==> src/rtl/alu_exec_regs.svh <==
`ifndef ALU_EXEC_REGS_SVH
`define ALU_EXEC_REGS_SVH

// ----------------------------------------------------------------
// register port offsets
// ----------------------------------------------------------------
`define REG_ACC        4'h0
`define REG_FLAGS      4'h1
`define REG_SEQ        4'h2
`define REG_COUNT_LO   4'h3
`define REG_COUNT_HI   4'h4

// ----------------------------------------------------------------
// flag field positions in the flags register
// ----------------------------------------------------------------
`define FLAG_C_POS     0
`define FLAG_DC_POS    1
`define FLAG_Z_POS     2

// ----------------------------------------------------------------
// reset values
// ----------------------------------------------------------------
`define ACC_RESET      8'h00
`define FLAG_RESET     1'b0
`define COUNT_RESET    16'h0000

// ----------------------------------------------------------------
// timing: cycles taken by a skip whose condition is true
// ----------------------------------------------------------------
`define SKIP_CYCLES    2

`endif

==> src/rtl/alu_exec_pkg.sv <==
package alu_exec_pkg;

    typedef enum logic [3:0] {
        OP_NOP                  = 4'h0,
        OP_ADD_LITERAL_TO_ACC   = 4'h1,
        OP_ADD_ACC_AND_FILE     = 4'h2,
        OP_AND_ACC_WITH_FILE    = 4'h3,
        OP_AND_LITERAL_WITH_ACC = 4'h4,
        OP_BIT_CLEAR_OP         = 4'h5,
        OP_BIT_SET_OP           = 4'h6,
        OP_SKIP_IF_BIT_HIGH     = 4'h7,
        OP_SKIP_IF_BIT_LOW      = 4'h8,
        OP_FILE_CLEAR_OP        = 4'h9
    } op_t;

    typedef enum logic [1:0] {
        SEQ_RUN     = 2'b01,
        SEQ_DISCARD = 2'b10
    } seq_t;

endpackage

==> src/rtl/alu_nibble_add.sv <==
`timescale 1ns/1ps

// ----------------------------------------------------------------
// ripple slice: one slice per nibble, chained for the full width
// ----------------------------------------------------------------
module alu_nibble_add #(
    parameter int W = 4
) (
    input  wire logic [W-1:0] a,    // first operand
    input  wire logic [W-1:0] b,    // second operand
    input  wire logic         cin,  // carry into the slice
    output logic      [W-1:0] sum,  // slice sum
    output logic              cout  // carry out of the slice
);
    logic [W:0] full;

    assign full = {1'b0, a} + {1'b0, b} + {{W{1'b0}}, cin};
    assign sum  = full[W-1:0];
    assign cout = full[W];
endmodule

==> src/rtl/pin_sync.sv <==
`timescale 1ns/1ps

// ----------------------------------------------------------------
// two-stage synchroniser for asynchronous pin levels
// ----------------------------------------------------------------
module pin_sync #(
    parameter int W = 8
) (
    input  wire logic         clk,   // core clock
    input  wire logic         rstn,  // synchronous reset, active low
    input  wire logic [W-1:0] d,     // asynchronous pin levels
    output logic      [W-1:0] q      // synchronised levels
);
    typedef struct packed {
        logic [W-1:0] first;
        logic [W-1:0] second;
    } sync_t;

    sync_t r;
    sync_t next_r;

    always_comb begin
        next_r.first  = d;
        next_r.second = r.first;
    end

    always_ff @(posedge clk) begin
        if (!rstn) begin
            r <= '0;
        end else begin
            r <= next_r;
        end
    end

    assign q = r.second;
endmodule

==> src/rtl/mcu_alu_bit_ops_exec.sv <==
// Implementation choices: the address-and-strobe port and the register addresses.
`timescale 1ns/1ps
`include "alu_exec_regs.svh"

module mcu_alu_bit_ops_exec #(
    parameter int W  = 8,
    parameter int AW = 7,
    parameter int BW = 3
) (
    input  wire logic                     CLK,         // core clock, 125 MHz
    input  wire logic                     RSTN,        // synchronous reset, active low
    input  wire logic                     EXEC_VALID,  // instruction issued this cycle
    input  wire alu_exec_pkg::op_t        EXEC_OP,     // decoded operation
    input  wire logic [W-1:0]             EXEC_LIT,    // 8-bit immediate
    input  wire logic [AW-1:0]            EXEC_FADDR,  // file register address
    input  wire logic                     EXEC_DEST,   // 0 accumulator, 1 file
    input  wire logic [BW-1:0]            EXEC_BIT,    // bit position
    input  wire logic [W-1:0]             FILE_RDATA,  // addressed file register value
    input  wire logic                     FILE_IS_IO,  // addressed register is an I/O port
    input  wire logic [W-1:0]             PIN_LEVELS,  // asynchronous port pin levels
    input  wire logic [3:0]               REG_ADDR,    // register port address
    input  wire logic [W-1:0]             REG_WDATA,   // register port write data
    input  wire logic                     REG_WR,      // register write strobe
    input  wire logic                     REG_RD,      // register read strobe
    output logic      [W-1:0]             REG_RDATA,   // read data, cycle after strobe
    output logic      [W-1:0]             ACC,         // accumulator
    output logic                          FLAG_C,      // carry flag
    output logic                          FLAG_DC,     // nibble_carry_flag
    output logic                          FLAG_Z,      // zero flag
    output logic                          FILE_WE,     // file register write pulse
    output logic      [AW-1:0]            FILE_WADDR,  // file register write address
    output logic      [W-1:0]             FILE_WDATA,  // file register write data
    output logic                          SKIP_REQ,    // pulse: discard next instruction
    output logic                          DISCARDING   // next issued instruction runs as NOP
);

    // ----------------------------------------------------------------
    // state
    // ----------------------------------------------------------------
    typedef struct packed {
        alu_exec_pkg::seq_t seq;
        logic [W-1:0]       acc;
        logic               c;
        logic               dc;
        logic               z;
        logic               file_we;
        logic [AW-1:0]      file_waddr;
        logic [W-1:0]       file_wdata;
        logic               skip_req;
        logic [W-1:0]       rdata;
        logic [15:0]        exec_count;
    } state_t;

    localparam state_t RST = '{
        seq:        alu_exec_pkg::SEQ_RUN,
        acc:        `ACC_RESET,
        c:          `FLAG_RESET,
        dc:         `FLAG_RESET,
        z:          `FLAG_RESET,
        file_we:    1'b0,
        file_waddr: '0,
        file_wdata: '0,
        skip_req:   1'b0,
        rdata:      '0,
        exec_count: `COUNT_RESET
    };

    state_t r;
    state_t next_r;

    // ----------------------------------------------------------------
    // operand selection and arithmetic
    // ----------------------------------------------------------------
    logic [W-1:0] pins_q;
    logic [W-1:0] src;
    logic [W-1:0] opnd;
    logic [W-1:0] sum;
    logic         carry_lo;
    logic         carry_hi;
    logic [W-1:0] and_res;
    logic [W-1:0] mask;
    logic         test_bit;
    logic         take;
    logic         is_lit;

    pin_sync #(
        .W (W)
    ) u_pin_sync (
        .clk  (CLK),
        .rstn (RSTN),
        .d    (PIN_LEVELS),
        .q    (pins_q)
    );

    assign take   = EXEC_VALID && (r.seq == alu_exec_pkg::SEQ_RUN);
    assign is_lit = (EXEC_OP == alu_exec_pkg::OP_ADD_LITERAL_TO_ACC)
                 || (EXEC_OP == alu_exec_pkg::OP_AND_LITERAL_WITH_ACC);
    // port registers are read back from the pins, not the output latch
    assign src    = FILE_IS_IO ? pins_q : FILE_RDATA;
    assign opnd   = is_lit ? EXEC_LIT : src;
    assign and_res = r.acc & opnd;
    assign mask   = W'(1) << EXEC_BIT;
    assign test_bit = src[EXEC_BIT];

    alu_nibble_add #(
        .W (4)
    ) u_add_lo (
        .a    (r.acc[3:0]),
        .b    (opnd[3:0]),
        .cin  (1'b0),
        .sum  (sum[3:0]),
        .cout (carry_lo)
    );

    alu_nibble_add #(
        .W (4)
    ) u_add_hi (
        .a    (r.acc[7:4]),
        .b    (opnd[7:4]),
        .cin  (carry_lo),
        .sum  (sum[7:4]),
        .cout (carry_hi)
    );

    // ----------------------------------------------------------------
    // next state
    // ----------------------------------------------------------------
    always_comb begin
        next_r          = r;
        next_r.file_we  = 1'b0;
        next_r.skip_req = 1'b0;
        next_r.rdata    = '0;

        // software access; execution below takes priority on a clash
        if (REG_RD) begin
            unique case (REG_ADDR)
                `REG_ACC:      next_r.rdata = r.acc;
                `REG_FLAGS:    next_r.rdata = W'({r.z, r.dc, r.c});
                `REG_SEQ:      next_r.rdata = W'(r.seq);
                `REG_COUNT_LO: next_r.rdata = r.exec_count[7:0];
                `REG_COUNT_HI: next_r.rdata = r.exec_count[15:8];
                default:       next_r.rdata = '0;
            endcase
        end
        if (REG_WR) begin
            if (REG_ADDR == `REG_ACC) begin
                next_r.acc = REG_WDATA;
            end
            if (REG_ADDR == `REG_FLAGS) begin
                next_r.c  = REG_WDATA[`FLAG_C_POS];
                next_r.dc = REG_WDATA[`FLAG_DC_POS];
                next_r.z  = REG_WDATA[`FLAG_Z_POS];
            end
        end

        unique case (r.seq)
            alu_exec_pkg::SEQ_RUN: begin
                if (take) begin
                    next_r.exec_count = r.exec_count + 16'h0001;
                    unique case (EXEC_OP)
                        alu_exec_pkg::OP_ADD_LITERAL_TO_ACC: begin
                            next_r.acc = sum;
                            next_r.c   = carry_hi;
                            next_r.dc  = carry_lo;
                            next_r.z   = (sum == '0);
                        end
                        alu_exec_pkg::OP_ADD_ACC_AND_FILE: begin
                            next_r.c  = carry_hi;
                            next_r.dc = carry_lo;
                            next_r.z  = (sum == '0);
                            if (EXEC_DEST) begin
                                next_r.file_we    = 1'b1;
                                next_r.file_waddr = EXEC_FADDR;
                                next_r.file_wdata = sum;
                            end else begin
                                next_r.acc = sum;
                            end
                        end
                        alu_exec_pkg::OP_AND_ACC_WITH_FILE: begin
                            next_r.z = (and_res == '0);
                            if (EXEC_DEST) begin
                                next_r.file_we    = 1'b1;
                                next_r.file_waddr = EXEC_FADDR;
                                next_r.file_wdata = and_res;
                            end else begin
                                next_r.acc = and_res;
                            end
                        end
                        alu_exec_pkg::OP_AND_LITERAL_WITH_ACC: begin
                            next_r.acc = and_res;
                            next_r.z   = (and_res == '0);
                        end
                        alu_exec_pkg::OP_BIT_CLEAR_OP: begin
                            next_r.file_we    = 1'b1;
                            next_r.file_waddr = EXEC_FADDR;
                            next_r.file_wdata = src & ~mask;
                        end
                        alu_exec_pkg::OP_BIT_SET_OP: begin
                            next_r.file_we    = 1'b1;
                            next_r.file_waddr = EXEC_FADDR;
                            next_r.file_wdata = src | mask;
                        end
                        alu_exec_pkg::OP_SKIP_IF_BIT_HIGH: begin
                            if (test_bit) begin
                                next_r.skip_req = 1'b1;
                                next_r.seq      = alu_exec_pkg::SEQ_DISCARD;
                            end
                        end
                        alu_exec_pkg::OP_SKIP_IF_BIT_LOW: begin
                            if (!test_bit) begin
                                next_r.skip_req = 1'b1;
                                next_r.seq      = alu_exec_pkg::SEQ_DISCARD;
                            end
                        end
                        alu_exec_pkg::OP_FILE_CLEAR_OP: begin
                            next_r.file_we    = 1'b1;
                            next_r.file_waddr = EXEC_FADDR;
                            next_r.file_wdata = '0;
                            next_r.z          = 1'b1;
                        end
                        default: begin
                        end
                    endcase
                end
            end
            alu_exec_pkg::SEQ_DISCARD: begin
                // the instruction after a true skip is consumed as a NOP
                if (EXEC_VALID) begin
                    next_r.seq        = alu_exec_pkg::SEQ_RUN;
                    next_r.exec_count = r.exec_count + 16'h0001;
                end
            end
            default: begin
                next_r.seq = alu_exec_pkg::SEQ_RUN;
            end
        endcase
    end

    always_ff @(posedge CLK) begin
        if (!RSTN) begin
            r <= RST;
        end else begin
            r <= next_r;
        end
    end

    // ----------------------------------------------------------------
    // outputs
    // ----------------------------------------------------------------
    assign REG_RDATA  = r.rdata;
    assign ACC        = r.acc;
    assign FLAG_C     = r.c;
    assign FLAG_DC    = r.dc;
    assign FLAG_Z     = r.z;
    assign FILE_WE    = r.file_we;
    assign FILE_WADDR = r.file_waddr;
    assign FILE_WDATA = r.file_wdata;
    assign SKIP_REQ   = r.skip_req;
    // one-hot sequencer: bit 1 is the discard state, so the pin comes straight off a flop
    assign DISCARDING = r.seq[1];

    logic [8:0]   ref_sum;
    logic [4:0]   ref_lo;
    logic [W-1:0] ref_and;
    logic [W-1:0] ref_set;
    logic [W-1:0] ref_clr;
    logic         ref_dc;
    logic         op_add_lit;
    logic         op_add_file;
    logic         op_and_file;
    logic         op_and_lit;
    logic         op_bclr;
    logic         op_bset;
    logic         op_shi;
    logic         op_slo;
    logic         op_fclr;
    logic         io_bset;
    logic [W-1:0] io_set_ref;

    assign ref_sum     = {1'b0, r.acc} + {1'b0, opnd};
    assign ref_lo      = {1'b0, r.acc[3:0]} + {1'b0, opnd[3:0]};
    assign ref_dc      = ref_lo[4];
    assign ref_and     = r.acc & opnd;
    assign ref_set     = src | mask;
    assign ref_clr     = src & ~mask;
    assign io_set_ref  = pins_q | mask;
    assign op_add_lit  = take && (EXEC_OP == alu_exec_pkg::OP_ADD_LITERAL_TO_ACC);
    assign op_add_file = take && (EXEC_OP == alu_exec_pkg::OP_ADD_ACC_AND_FILE);
    assign op_and_file = take && (EXEC_OP == alu_exec_pkg::OP_AND_ACC_WITH_FILE);
    assign op_and_lit  = take && (EXEC_OP == alu_exec_pkg::OP_AND_LITERAL_WITH_ACC);
    assign op_bclr     = take && (EXEC_OP == alu_exec_pkg::OP_BIT_CLEAR_OP);
    assign op_bset     = take && (EXEC_OP == alu_exec_pkg::OP_BIT_SET_OP);
    assign op_shi      = take && (EXEC_OP == alu_exec_pkg::OP_SKIP_IF_BIT_HIGH);
    assign op_slo      = take && (EXEC_OP == alu_exec_pkg::OP_SKIP_IF_BIT_LOW);
    assign op_fclr     = take && (EXEC_OP == alu_exec_pkg::OP_FILE_CLEAR_OP);
    assign io_bset     = op_bset && FILE_IS_IO;
endmodule

==> config.mk <==
export PLATFORM = sky130hd
export DESIGN_NAME = mcu_alu_bit_ops_exec
export DESIGN_NICKNAME = d
export VERILOG_FILES = /design/src/rtl/alu_exec_pkg.sv /design/src/rtl/alu_nibble_add.sv /design/src/rtl/pin_sync.sv /design/src/rtl/mcu_alu_bit_ops_exec.sv
export VERILOG_INCLUDE_DIRS = /design/src /design/src/rtl
export SDC_FILE = /design/constraint.sdc
export NUM_CORES = 1
export LEC_CHECK = 0
export ABC_AREA = 1
export BUFFER_PORTS_ARGS = -buffer_cell sky130_fd_sc_hd__buf_4
export CORE_MARGIN = 10
export CORE_UTILIZATION = 55
export CTS_CLUSTER_DIAMETER = 100
export DETAILED_ROUTE_END_ITERATION = 8
export PLACE_DENSITY_LB_ADDON = 0.15
export SLEW_MARGIN = 20
export SYNTH_ARGS = -nofsm -noshare
export SYNTH_HDL_FRONTEND = slang
export SYNTH_SLANG_ARGS = --single-unit
==> constraint.sdc <==
create_clock -name CLK -period 11 [get_ports CLK]
set_clock_uncertainty 0.05 [all_clocks]
set_input_delay 1.65 -clock CLK [delete_from_list [all_inputs] [get_ports CLK]]
set_output_delay 1.65 -clock CLK [all_outputs]
set_load 0.005 [all_outputs]
### After elaboration in Yosys (flattened, before gate mapping)

Cells that the tools add are included.
W data, S select, Z words.

* add/sub/neg operators: 4
* $lt $le $gt $ge: 1
* equality and inequality tests: 22
* shifts and indexed selects: 1
* muxes and demuxes: 29
* bitwise gates (word level): 4
* reductions and logical operators: 14

Operators by type and width (count)
* $pmux W16 S5: 1
* $mux W16: 4
* $mux W8: 5
* $pmux W8 S5: 1
* $pmux W16 S2: 1
* $pmux W8 S4: 1
* $mux W30: 1
* $mux W28: 1
* $eq A4 B3 Y1 const B: 5
* $add A16 B1 Y16 const B: 1
* $and A8 B8 Y8: 2
* $eq A4 B2 Y1 const B: 4
* $logic_not A8 Y1: 2
* $mux W11: 1
* $add A4 B4 Y5: 2
* $reduce_and A5 Y1: 2
* $eq A4 B1 Y1 const B: 2
* $eq A4 B4 Y1 const B: 2
* $mux W2: 4
* $ne A2 B2 Y1 const B: 4
* $not A8 Y8: 1
* $or A8 B8 Y8: 1
* $pmux W2 S2: 2
* $shl A1 B3 Y8 const A: 1
* other kinds (19): 24

* register bits after elaboration: 70
* input port bits: 57
* output and inout port bits: 37
* word-level logic and storage cells: 88

### Logic depth before layout (Yosys ltp)

* word-level depth: 9
* gate-level depth with buffers: 23
* depth with buffers taken out: 22

### Hierarchy

From an unflattened synthesis, not the netlist that was laid out.

* cells, all modules: 664
* area total of the unflattened synthesis: 4416.7 um^2

Modules (own cells, without submodules)
* mcu_alu_bit_ops_exec: times used 1, cells an instance 564, area an instance 3602.2 um^2, seq. area each 1081.0 um^2
* pin_sync: times used 1, cells an instance 50, area an instance 484.2 um^2, seq. area each 320.3 um^2
* alu_nibble_add: times used 2, cells an instance 25, area an instance 165.2 um^2, seq. area each 0.0 um^2

### Worst setup path before layout

Ideal clock, no wire load.

* path type: input-to-reg
* start point: input port EXEC_OP[1]
* end point: register r (netlist bit FLAG_Z)
* arrival time: 4.777 ns
* data required time: 10.891 ns
* slack: 6.114 ns
* cell stages on the path: 23
* buffers on the path: 1
* cell sequence: inv_1 nand2_1 nor2_1 inv_1 nand2_1 buf_2 nand2_1 o21ai_0 ha_1 inv_1 fa_1 o21ai_0 a21oi_1 fa_1 inv_1 fa_1 inv_1 nand4_1 nor4_1 nand3_1 nand3_1 nand2_1 nand2_1

* cells in the longest elaborated chain, start to end: 9

RTL lines
* start: declaration: line mcu_alu_bit_ops_exec.sv:13 `input wire alu_exec_pkg::op_t EXEC_OP,`
* $eq A4 B1 Y1 / $eq A4 B3 Y1 (equally long branches): line mcu_alu_bit_ops_exec.sv:96, mcu_alu_bit_ops_exec.sv:160, mcu_alu_bit_ops_exec.sv:97
* $logic_or A1 B1 Y1: line mcu_alu_bit_ops_exec.sv:97 `|| (EXEC_OP == alu_exec_pkg::OP_AND_LITERAL_WITH_ACC);`
* $mux W8: line mcu_alu_bit_ops_exec.sv:100 `assign opnd = is_lit ? EXEC_LIT : src;`
* $add A4 B4 Y5 (on tied branches)
* $add A5 B1 Y5: line alu_nibble_add.sv:17 `assign full = {1'b0, a} + {1'b0, b} + {{W{1'b0}}, cin};`
* $logic_not A8 Y1: line mcu_alu_bit_ops_exec.sv:165, mcu_alu_bit_ops_exec.sv:170
* $pmux W1 S3 *: line mcu_alu_bit_ops_exec.sv:160 `unique case (EXEC_OP)`
* $mux W30 *: line mcu_alu_bit_ops_exec.sv:158 `if (take) begin`
* $mux W28 *: line mcu_alu_bit_ops_exec.sv:156 `unique case (r.seq)`
* end signal: assignment: line mcu_alu_bit_ops_exec.sv:243 `r <= next_r;`
* end: declaration: line mcu_alu_bit_ops_exec.sv:68 `state_t r;`

Mark *: on every way between the ends. The rest lies on a longest branch, timed or not. The select of a mux whose other input is x is not followed.
A chain may end at the register's enable or synchronous reset.

### Worst setup path in the final report

Same ends and word-level chain as after synthesis.

==> metrics.txt <==
CTS sink cnt=70; max incr delay on CP=about 430 ps; Vias per Instance=5.31; H-tree depth=3; synth warn=0; Starting Density=between 50% and 60%; WP buf/inv=6; Layout area overhead=17.8%; Top Ports=between 90 and 100; fin area=roughly 5000 um2; PD cells=~120 nW/um2; crit path cell chain=buf_4, inv_1, nand2_1, nor2_1, inv_1, nand2_1, nand2_1, o21ai_0, ha_1, inv_1, fa_1, o21ai_0, a21oi_1, fa_1, inv_1, fa_1, inv_1, nand4_1, nor4_1, nand3_1, nand3_1, nand2_1, nand2_1; Core ar.=between 7000 and 8000 um2; area post-placement=between 4000 and 5000 um2; Slowest cell on crit path=fa_1; asr flop ratio synth=0%; Switching Fraction=~28%; # hold bufs at CTS=0; clock transition at the registers of the reported paths=90 ps; Critical Path AT=5380 ps; crit-path max FO=15; Mapped Cells=617; FF-to-FF Start=u_pin_sync.q[0]; Clock power frac=~40%; Final Cycle Share=a little under half; fin nets=about 750; vias in the first global route=roughly 4k; number of buffers added on ports=between 90 and 100; post-route ant nets=0; total gr overflow=0; r2r setup slk=approximately 7600 ps; Routed WL per cell=15.4 um; status=complete, no violations; die area=between 10,000 and 15,000 um2; syn avg cell area=roughly 6.8 um2; floorplan row count=31; worst skew pair latency=around 360 ps; Worst Hold Launch=u_pin_sync.next_r[6]; Main synth FF type=dfxtp_1; Max rail drop VDD=0.0000938 V; largest net degree at the start of global routing=39; worst r2r path cells=17; library cells used by synthesis=39; post-synthesis instance area=4220 um2; sequential power share=44.6%; r2r endpoint=FLAG_Z; Die Wd=108 um; PostCTS Resize Cnt=0; post-synthesis sequential area ratio=33.2%; Crit. End Element=flop; dpl hpwl=between 9000 and 10,000 um; Slew headroom=47.7%; detailed router's first-iteration violation count=~320; RSZ-0062 raised after global routing=false; EDFF count, synth=0; via count=just over 4k; first-pass GRT wire length=approximately 20,000 um; WHS Path Cells=2; Worst Hold End=u_pin_sync.q[6]; die height=roughly 110 um; Fill cells=677; Lkg Pwr=roughly 2.4 nW; Hold/Removal Path Class=reg2reg; kind of start point of the critical path=primary input; CTS Buf Count=9; Internal Dissipation=between 400 and 500 uW; CP required=11,250 ps; Post CTS Setup Buffer Count=0; Sw Pwr=168 uW; antenna cells=0; Root Driver=clkbuf_8; combinational share of power=around 15%; Final Max Slew Viols=0; All-Layer GR Usage=between 20% and 30%; worst setup path category=in2reg; syn_nets=686; fmax=between 150 and 200 MHz; CP top delay family=adder cells; layout cell share with drive strength beyond 1=a little over a fifth; MaxCap Viol Count=0; Setup-failing EPs final=0; Pre-antenna DRT Iters=7; Longest Clk Path Bufs=2; CTS tree=done; final wirelength=between 10,000 and 15,000 um; initial antenna violation count=0; final hold vios=0; Setup TNS Final=0 ps; GP Congestion=0.946; #FFs+latches synth=70; DRC viols=0; worst-margin pin slew=roughly 800 ps; min Tclk post-route=between 5000 and 6000 ps
-- cells in the final DEF, fill, tap and decap left out, types with 10 or more instances in the layout --
cell type | Yosys | layout
nor3_1 | 10 | 10
nand3_1 | 29 | 29
nand2_1 | 127 | 127
dfxtp_1 | 70 | 70
o21ai_0 | 46 | 46
buf_4 | 31 | 93
a21oi_1 | 44 | 44
o22ai_1 | 11 | 11
nor2_1 | 37 | 37
inv_1 | 106 | 106
-- cells by family (layout without fill, tap and decap cells) --
| kind of cell | count (synthesis) | in the layout | share of synthesized area [%] |
|---|---|---|---|
| multiplexers | 7 | 7 | 1.87 |
| AO/OA/AOI/OAI | 130 | 130 | 17.2 |
| flip-flops | 70 | 70 | 33.2 |
| adder cells (fa/ha/maj) | 12 | 12 | 4.09 |
| XOR/XNOR | 5 | 5 | 1.04 |
| buffers and inverters | 157 | 223 | 17.1 |
| AND/OR/NAND/NOR | 236 | 236 | 25.6 |
-- worst register-to-register path: stages, from the launching register on --
cell and delay, ps:
dfxtp_1 310, o21ai_1 130, o21ai_0 230, ha_1 180
inv_1 80, fa_1 430, o21ai_0 180, a21oi_1 110
fa_1 360, inv_1 90, fa_1 430, inv_1 80
nand4_1 80, nor4_1 280, nand3_1 110, nand3_1 90
nand2_1 50, nand2_1 50
-- state kept, by name (all words and copies together) (netlist names), 7 cells and up --
register,cells
u_pin_sync.q,8
REG_RDATA,8
FILE_WDATA,8
ACC,8
FILE_WADDR,7
r,17
u_pin_sync.next_r,8
-- stage by stage --
step / power, mW / hold WS [ps] / std cells / worst slack (ps) / utilization, %
floorplan: 0.328 / 340 / 617 / 6110 / -
global placement: 0.361 / 345 / 766 / 5730 / 64.4
detailed placement: 0.363 / 349 / 766 / 5560 / 64.4
CTS: 0.598 / 364 / 782 / 5940 / 67.5
global route: 0.623 / 382 / 782 / 5500 / 67.5
finish: 0.597 / 358 / 782 / 5870 / 67.5
-- synthesized netlist by cell type (5+ instances only) --
library cell	instances	area share (%)
buf_4	31	5.5
nor2_4	8	2.1
o22ai_1	11	1.6
a21oi_1	44	5.2
a31oi_1	7	1.0
ha_1	9	2.7
nand2_1	127	11
o21ai_0	46	5.5
nand3_1	29	3.4
clkbuf_1	5	0.44
nand2_2	7	1.0
dfxtp_1	70	33
nand3_2	5	1.2
inv_1	106	9.4
nor3_1	10	1.2
mux2_2	7	1.9
o21ai_1	5	0.59
buf_2	6	0.71
inv_2	7	0.62
nor2_1	37	3.3
-- per-layer routing --
layer | GRT usage, % | part of all wire, % | vias to the layer above
met5 | 0 | 0 | -
met4 | 6.87 | 1.4 | 0
met3 | 6.05 | 11 | 16
met2 | 32.4 | 44 | 188
met1 | 27.5 | 44 | 1868
li1 | - | - | 2079
-- worst max-delay path by stage --
stage	slack (ps)	to	startpoint	cells past startpoint
2_1_floorplan	6110	FLAG_Z	EXEC_OP[1]	23
3_3_place_gp	5730	FLAG_Z	EXEC_OP[1]	23
3_5_place_dp	5560	FLAG_Z	EXEC_OP[1]	23
4_1_cts	5940	FLAG_Z	EXEC_OP[1]	23
5_1_grt	5500	FLAG_Z	EXEC_OP[1]	23
6_report	5870	FLAG_Z	EXEC_OP[1]	23
-- final cells by class --
type	count	area (um2)	area share, %
Sequential cell	70	1400	28.2
Clock buffer	10	128	2.57
Timing Repair Buffer	93	698	14.0
Inverter	114	428	8.61
Multi-Input combinational cell	390	2100	42.2
Clock inverter	6	93.8	1.89
Tap cell	99	124	2.49
-- power groups by stage --
stage                     Clock, mW  Combinational [mW]  Sequential [mW]
after global routing          0.251               0.104            0.267
after CTS                     0.241              0.0913            0.266
final                         0.238              0.0921            0.266
after floorplan                   0              0.0574            0.271
after global placement            0              0.0895            0.272
after detailed placement          0              0.0908            0.272
Note: power is estimated with default switching activity, not from simulation.
